==> config.mk <==
export PLATFORM = sky130hd
export DESIGN_NAME = timer_unit
export DESIGN_NICKNAME = d
export VERILOG_FILES = /design/src/include/timer_pkg.sv /design/src/include/count_if.sv /design/src/hw/countdown.sv /design/src/hw/io_decode.sv /design/src/hw/timer_unit.sv
export SDC_FILE = /design/constraint.sdc
export NUM_CORES = 1
export LEC_CHECK = 0
export BUFFER_PORTS_ARGS = -buffer_cell sky130_fd_sc_hd__buf_4
export CAP_MARGIN = 10
export CORE_MARGIN = 3
export CORE_UTILIZATION = 45
export DETAILED_ROUTE_END_ITERATION = 10
export PLACE_DENSITY = 0.67
export REMOVE_ABC_BUFFERS = 1
export SLEW_MARGIN = 20
export SYNTH_ARGS = -nofsm -noshare
export SYNTH_HDL_FRONTEND = slang
export SYNTH_SLANG_ARGS = --single-unit
export TNS_END_PERCENT = 1
==> constraint.sdc <==
create_clock -name core_clk -period 4.1 [get_ports core_clk]
set_clock_uncertainty 0.15 [all_clocks]
set_input_delay 0 -clock core_clk [delete_from_list [all_inputs] [get_ports core_clk]]
set_output_delay 0 -clock core_clk [all_outputs]
set_load 0.01 [all_outputs]
==> src/include/timer_pkg.sv <==
package timer_pkg;

  // ***************************************************
  // register map (byte addresses on the io bus)
  // ***************************************************
  localparam logic [11:0] OFS_TICK_INTERVAL = 12'h020;
  localparam logic [11:0] OFS_TICK_COUNT    = 12'h024;
  localparam logic [11:0] OFS_TICK_ON       = 12'h028;
  localparam logic [11:0] OFS_SYS_LO        = 12'h02C;
  localparam logic [11:0] OFS_SYS_HI        = 12'h030;
  localparam logic [11:0] OFS_ONESHOT_COUNT = 12'h034;
  localparam logic [11:0] OFS_ONESHOT_ON    = 12'h038;

  // ***************************************************
  // field layout and reset values
  // ***************************************************
  localparam int          ENABLE_BIT    = 0;
  localparam logic [31:0] RST_WORD      = 32'h0000_0000;
  localparam logic [31:0] DEC_STEP      = 32'h0000_0001;

endpackage

==> src/include/count_if.sv <==
`timescale 1ns/1ps
// load and status path between the top and one countdown
interface count_if;
  logic        load;
  logic [31:0] load_val;
  logic        enable;
  logic        reload_on;
  logic [31:0] reload_val;
  logic [31:0] count;
  logic        expired;

  modport ctl (output load, load_val, enable, reload_on, reload_val,
               input count, expired);
  modport cnt (input load, load_val, enable, reload_on, reload_val,
               output count, expired);
endinterface

==> src/hw/countdown.sv <==
`timescale 1ns/1ps
module countdown
  import timer_pkg::*;
(
  // clock and reset
  input  wire logic core_clk,
  input  wire logic sys_rst,
  // control and status
  count_if.cnt      cif
);

  typedef struct packed {
    logic [31:0] cnt;
    logic        exp;
  } cd_state_t;

  cd_state_t st_q;
  cd_state_t st_d;

  // one evaluation per tick; software load takes precedence
  always_comb begin
    st_d     = st_q;
    st_d.exp = 1'b0;
    if (cif.load) begin
      st_d.cnt = cif.load_val;
    end else if (cif.enable) begin
      if (st_q.cnt == RST_WORD) begin
        st_d.exp = 1'b1;
        if (cif.reload_on) begin
          st_d.cnt = cif.reload_val;
        end
      end else begin
        st_d.cnt = st_q.cnt - DEC_STEP;
      end
    end
  end

  always_ff @(posedge core_clk or posedge sys_rst) begin
    if (sys_rst) begin
      st_q <= '0;
    end else begin
      st_q <= st_d;
    end
  end

  assign cif.count   = st_q.cnt;
  assign cif.expired = st_q.exp;

endmodule

==> src/hw/io_decode.sv <==
`timescale 1ns/1ps
module io_decode
  import timer_pkg::*;
(
  // io request
  input  wire logic [11:0] addr,
  input  wire logic        wr_en,
  // decoded write strobes
  output logic             wr_interval,
  output logic             wr_tick_cnt,
  output logic             wr_tick_on,
  output logic             wr_os_cnt,
  output logic             wr_os_on
);

  // time aliases have no strobe, so writes there fall away
  always_comb begin
    wr_interval = 1'b0;
    wr_tick_cnt = 1'b0;
    wr_tick_on  = 1'b0;
    wr_os_cnt   = 1'b0;
    wr_os_on    = 1'b0;
    if (wr_en && addr == OFS_TICK_INTERVAL) begin
      wr_interval = 1'b1;
    end else if (wr_en && addr == OFS_TICK_COUNT) begin
      wr_tick_cnt = 1'b1;
    end else if (wr_en && addr == OFS_TICK_ON) begin
      wr_tick_on = 1'b1;
    end else if (wr_en && addr == OFS_ONESHOT_COUNT) begin
      wr_os_cnt = 1'b1;
    end else if (wr_en && addr == OFS_ONESHOT_ON) begin
      wr_os_on = 1'b1;
    end
  end

endmodule

==> src/hw/timer_unit.sv <==
// What this block does
// - 32-bit writable register holds periodic interval minus one.
// - enabled nonzero periodic countdown drops by one each tick.
// - enable bit 0 gates periodic timer; off means hold, no interrupt.
// - enabled countdown at zero pulses line 0 and reloads the interval.
// - each timer evaluated per tick; line low unless expiry seen.
// - system time low and high words readable, writes ignored.
// - second one-shot timer runs independently of the periodic one.
// - one-shot 32-bit writable countdown drops by one while enabled.
// - one-shot enable bit 0 gates it; off freezes, no interrupt.
// - one-shot expiry appears on line 1, not line 0.
// - one-shot never reloads; at zero it raises line 1 each tick.
// - one-shot expiry only raises interrupt, never resets the core.
`timescale 1ns/1ps
module timer_unit
  import timer_pkg::*;
(
  // clock and reset
  input  wire logic        core_clk,
  input  wire logic        sys_rst,
  // io register bus
  input  wire logic [11:0] io_addr,
  input  wire logic        io_wr,
  input  wire logic        io_rd,
  input  wire logic [31:0] io_wdata,
  output logic      [31:0] io_rdata,
  // system time counter
  input  wire logic [63:0] sys_time,
  // interrupt lines
  output logic             irq_tick,
  output logic             irq_oneshot
);

  // ***************************************************
  // register state
  // ***************************************************
  typedef struct packed {
    logic [31:0] interval;
    logic        tick_on;
    logic        os_on;
    logic [31:0] rdata;
  } top_state_t;

  top_state_t st_q;
  top_state_t st_d;

  logic wr_interval;
  logic wr_tick_cnt;
  logic wr_tick_on;
  logic wr_os_cnt;
  logic wr_os_on;

  count_if tick_if ();
  count_if os_if ();

  // ***************************************************
  // address decode
  // ***************************************************
  io_decode u_dec (
    .addr        (io_addr),
    .wr_en       (io_wr),
    .wr_interval (wr_interval),
    .wr_tick_cnt (wr_tick_cnt),
    .wr_tick_on  (wr_tick_on),
    .wr_os_cnt   (wr_os_cnt),
    .wr_os_on    (wr_os_on)
  );

  // ***************************************************
  // countdowns
  // ***************************************************
  // periodic: reloads on expiry
  assign tick_if.load       = wr_tick_cnt;
  assign tick_if.load_val   = io_wdata;
  assign tick_if.enable     = st_q.tick_on;
  assign tick_if.reload_on  = 1'b1;
  assign tick_if.reload_val = st_q.interval;

  // one-shot: separate instance, no reload, stays at zero
  assign os_if.load       = wr_os_cnt;
  assign os_if.load_val   = io_wdata;
  assign os_if.enable     = st_q.os_on;
  assign os_if.reload_on  = 1'b0;
  assign os_if.reload_val = RST_WORD;

  countdown u_tick (
    .core_clk (core_clk),
    .sys_rst  (sys_rst),
    .cif      (tick_if)
  );

  countdown u_oneshot (
    .core_clk (core_clk),
    .sys_rst  (sys_rst),
    .cif      (os_if)
  );

  // ***************************************************
  // register writes and reads
  // ***************************************************
  // read data registered so the output comes from a flop
  always_comb begin
    st_d = st_q;
    if (wr_interval) begin
      st_d.interval = io_wdata;
    end
    if (wr_tick_on) begin
      st_d.tick_on = io_wdata[ENABLE_BIT];
    end
    if (wr_os_on) begin
      st_d.os_on = io_wdata[ENABLE_BIT];
    end
    st_d.rdata = RST_WORD;
    if (io_rd) begin
      if (io_addr == OFS_TICK_INTERVAL) begin
        st_d.rdata = st_q.interval;
      end else if (io_addr == OFS_TICK_COUNT) begin
        st_d.rdata = tick_if.count;
      end else if (io_addr == OFS_TICK_ON) begin
        st_d.rdata = {31'h0000_0000, st_q.tick_on};
      end else if (io_addr == OFS_SYS_LO) begin
        st_d.rdata = sys_time[31:0];
      end else if (io_addr == OFS_SYS_HI) begin
        st_d.rdata = sys_time[63:32];
      end else if (io_addr == OFS_ONESHOT_COUNT) begin
        st_d.rdata = os_if.count;
      end else if (io_addr == OFS_ONESHOT_ON) begin
        st_d.rdata = {31'h0000_0000, st_q.os_on};
      end
    end
  end

  always_ff @(posedge core_clk or posedge sys_rst) begin
    if (sys_rst) begin
      st_q <= '0;
    end else begin
      st_q <= st_d;
    end
  end

  // ***************************************************
  // outputs
  // ***************************************************
  // expiry flags are flops inside each countdown; only an interrupt,
  // nothing here drives any reset back into the core
  assign irq_tick    = tick_if.expired;
  assign irq_oneshot = os_if.expired;
  assign io_rdata    = st_q.rdata;

endmodule

## Word-level counts from Yosys, hierarchy flattened

Index checks and enable logic that the tools add are counted.

- Add/subtract/negate cells: 2
- Equal/unequal tests: 8
- Mux-type cells: 33
- Reductions and logical operators: 10

Operators with widths:

| operator | count |
|---|---|
| 32-bit two-way mux | 11 |
| 12-bit by 6-bit == test with 1-bit output, second input constant | 7 |
| 33-bit two-way mux | 2 |
| 32-bit logical NOT | 2 |
| 32-bit by 1-bit subtractor with 32-bit output, second input constant | 2 |
| 1-bit two-way mux | 20 |
| 1-bit logical AND | 5 |
| 2-bit nonzero test | 2 |
| 2-bit inequality test, second input constant | 1 |
| 2-bit AND reduction | 1 |

- Bits in registers: 132
- Output and inout port bits: 34
- Word-level logic and storage cells: 61

## Depth between registers and ports, before layout

- Depth in word-level cells: 9
- Gate-level depth with buffers: 10

## Cells and area by module

From an unflattened synthesis, not the netlist that was laid out.

- Cell total of the unflattened synthesis: 911
- Area, all modules: 8,434.3 um^2

Modules (own cells, without submodules):

| module | times used | cells each | area each (um^2) | sequential area each (um^2) |
|---|---|---|---|---|
| timer_unit | 1 | 312 | 3,494.6 | 1,651.6 |
| countdown at u_oneshot | 1 | 305 | 2,478.6 | 825.8 |
| countdown at u_tick | 1 | 283 | 2,361.0 | 825.8 |
| io_decode | 1 | 11 | 100.1 | 0.0 |

## Worst setup path after synthesis

Ideal clock, no wire load.

- Kind: flip-flop to flip-flop
- From: register u_tick.st_q (netlist bit u_tick.cif.count[0])
- To: register u_tick.st_q (netlist bit u_tick.cif.count[22])
- Setup time: 0.124 ns
- Arrival time: 2.017 ns
- Data required time: 3.826 ns
- Setup slack: 1.809 ns
- Stages on the path, launching flop included: 10
- Path buffers: 1
- Clock period less this slack: 2.291 ns
- Cells stage by stage: dfrtp_1 -> inv_1 -> ha_1 -> nor4b_1 -> nand4_2 -> or3_1 -> buf_6 -> nor2_2 -> a211oi_1 -> a211o_1

- Word-level cells in the longest chain between the ends: 4
- Elaborated cells on any way between the ends: 5
- Classes of those cells: add/sub: 1; mux: 3; reduce/logical: 1

Ends and longest elaborated chain:

| element | line | source |
|---|---|---|
| start, declared | countdown.sv:17 | `cd_state_t st_q;` |
| start signal, assigned | countdown.sv:42 | `st_q <= st_d;` |
| 32-bit by 1-bit subtractor with 32-bit output or 32-bit logical NOT (tied branches) | countdown.sv:33, countdown.sv:27 |  |
| 32-bit two-way mux * | countdown.sv:27 | `if (st_q.cnt == RST_WORD) begin` |
| 33-bit two-way mux * | countdown.sv:26 | `end else if (cif.enable) begin` |
| 32-bit two-way mux * | countdown.sv:24 | `if (cif.load) begin` |

Every way passes the cells marked *; elsewhere a longest branch is shown, timed or not. The select of a mux whose other input is x is not followed.
A chain may end at the register's enable or synchronous reset.

## Worst setup path after layout

- From: register u_oneshot.st_q (netlist bit u_oneshot.cif.count[18])
- To: register u_oneshot.st_q (netlist bit u_oneshot.cif.count[6])

- Word-level cells in the longest chain between the ends: 3

Ends and longest elaborated chain:

| element | line |
|---|---|
| start, declared | countdown.sv:17 |
| start signal, assigned | countdown.sv:42 |
| 32-bit logical NOT | countdown.sv:27 |
| 2-bit inequality test (no source line) | n/a |
| 2-bit AND reduction (no source line) | n/a |

Every way passes these cells.

==> run metrics <==
Yosys top cell by area dfrtp_1; fraction of layout cells with a size suffix above 1 23.9%; crit start category flop; CTS tree done; DRT Pass-1 Iters 8; die area 0.0189 sq mm; via count of the routed design 7738; final setup violation count 0; Post-synth EDFFs 0; WL final 26000 um; Slew HR 27.0%; post-synthesis instance area 0.00776 sq mm; Final Hold Fails 0; Max-Cap Viols 0; CP required 4.23 ns; min-delay worst type input pin to flop; fin crit period 3.11 ns; largest net degree at the start of global routing 71; Syn Area/Cell 9.28 sq um; synth top area cells dfrtp_1, o21ai_0, mux2_2, and3_1, a221oi_1; Wirelength per Cell 20.3 um; die height 137 um; synth cell count leaders dfrtp_1, o21ai_0, and3_1, a21oi_1, clkbuf_1; Die W 137 um; Lkg Pwr 4.79 nW; clock buffer depth 2; drc violations 0; Pwr Density 299 mW/mm^2; root buffer selected by CTS clkbuf_16; final total power 3.17 mW; FMAX 0.322 GHz; Synthesis Warnings 0; port bufs 145; initial antenna violation count 0; number of nets in the layout 1165; gr usage total 28.5%; n_diodes 0; Placed Area 0.00903 sq mm; sequential area share after synthesis 42.6%; Cell Rows 47; RSZ-0062 raised after global routing no; H-tree Lvls 4; Max VDD drop 0.267 mV; drt initial violations 801; Post-DRT Antenna Nets 0; setup bufs post-CTS 0; HPWL after DPL 16200 um; crit path kind flop to flop; post-synthesis cell count 836; global-route wire length before repair 41500 um; cts repair resizes 0; I/O pins 146; final instance area 0.0106 sq mm; top-count cell post-synth dfrtp_1; Worst setup EP type flop; core area 0.0168 sq mm; clock latency on the worst-skew pair 0.43 ns; Synth top area share 42.6%; gr ovfl total 0; WP data arrival 3.24 ns; GPL Wtd Cong 0.866; synth unique cells 60; Vias/cell 6.04; part of the cycle the worst path needs 75.8%; Layout area overhead 36.7%; CTS buffer count 17; Starting Density 46.3%; register clock-pin slew on the reported worst setup and hold paths 0.06 ns; Tightest Pin Transition 1.09 ns; FFs w/ async S/R, synth 100%; vias in the first global route 7657; Synth Register Bits 132; outcome complete, no violations; Slew Limit Fails 0; Sinks on Clock Net 132; Critical Path Fanout Max 10; Main synth FF type dfrtp_1
[flip-flops by register name, indices dropped and copies added, names as in the netlist]
signal                 count
io_rdata                  32
u_oneshot.cif.expired      1
u_oneshot.cif.count       32
u_tick.cif.count          32
u_tick.cif.expired         1
tick_if.enable             1
os_if.enable               1
tick_if.reload_val        32
[critical path, cell delays in order, from the launching register on]
cell and delay, ns:
dfrtp_1 0.44, nor4_1 0.93, and2_1 0.27, buf_4 0.20
and4b_1 0.54, nor4_1 0.14, xnor2_1 0.20, o21ai_0 0.10
[final cells by class]
| class | instances | area [sq um] |
|---|---|---|
| repair buffers | 257 | 2200 |
| multi-input cells | 628 | 4180 |
| flip-flops and latches | 132 | 3300 |
| clock inverters | 9 | 100 |
| clock buffers | 23 | 498 |
| well taps | 220 | 275 |
| inverters | 13 | 51.3 |
| fillers | 1429 | 6150 |
[metal layers]
layer	up-vias	wire length [um]	share of wire, %	global-route usage (%)
li1	3552	-	-	-
met1	3823	11200	43	38.9
met2	314	12400	48	45.8
met3	49	1830	7.0	5.92
met4	0	576	2.2	8.87
met5	-	0	0	0
[kinds of logic after synthesis]
family                     count (synthesis)  share of synthesized area, %
DFF                                      132                          42.6
and+or+nand+nor                          272                          20.5
xor gates and xnor gates                  48                          5.42
AOI/OAI and AO/OA                        260                          20.4
buffers and inverters                     76                          4.06
muxes                                     44                          6.37
adders and majority gates                  4                         0.645
[worst paths after layout]
path / startpoint / end / slack [ns] / depth (start not counted)
worst min register to register: tick_if.reload_val[17] / tick_if.reload_val[17] / 0.39 / 1
worst max register to register: u_oneshot.cif.count[18] / u_oneshot.cif.count[6] / 0.99 / 7
worst min-delay path: io_addr[6] / os_if.enable / 0.05 / 5
min in group asynchronous: sys_rst / io_rdata[13] / 0.16 / 3
max in group asynchronous: sys_rst / tick_if.reload_val[25] / 2.74 / 4
worst max-delay path: u_oneshot.cif.count[18] / u_oneshot.cif.count[6] / 0.99 / 7
[report_power, final]
| group | switching [mW] | internal [mW] | leakage [nW] |
|---|---|---|---|
| Combinational | 0.133 | 0.152 | 2.84 |
| Sequential | 0.0162 | 1.31 | 1.66 |
| Clock | 0.582 | 0.970 | 0.295 |
| Total | 0.731 | 2.44 | 4.79 |
[stage by stage]
stage               TNS (ns)  worst slack, ns  hold slack, ns  utilization [%]  cells
floorplan              -8.03           -0.330         -0.0332                -    773
global placement           0             1.16          0.0744             53.9   1152
detailed placement         0             1.15          0.0722             53.9   1152
CTS                        0             1.12         0.00593             63.3   1282
global route               0            0.874          0.0215             63.3   1282
finish                     0            0.993          0.0472             63.3   1282
[placed cells by master, fill, tap and decap left out, types with 24 or more instances in the layout]
| cell type | instances |
|---|---|
| nor2_1 | 40 |
| buf_4 | 157 |
| dfrtp_1 | 132 |
| nand2_1 | 48 |
| a21oi_1 | 49 |
| mux2_2 | 33 |
| and3_1 | 58 |
| nor3_1 | 32 |
| a22oi_1 | 33 |
| xnor2_1 | 24 |
| xor2_1 | 24 |
| dlygate4sd3_1 | 98 |
| o21ai_0 | 107 |
| a221oi_1 | 34 |
[timing repair]
action,4_1_cts,5_1_grt
endpoints found under the hold margin,192,0
hold buffers,98,0
setup endpoints to repair,0,0
Power figures use the tool's default switching activity.
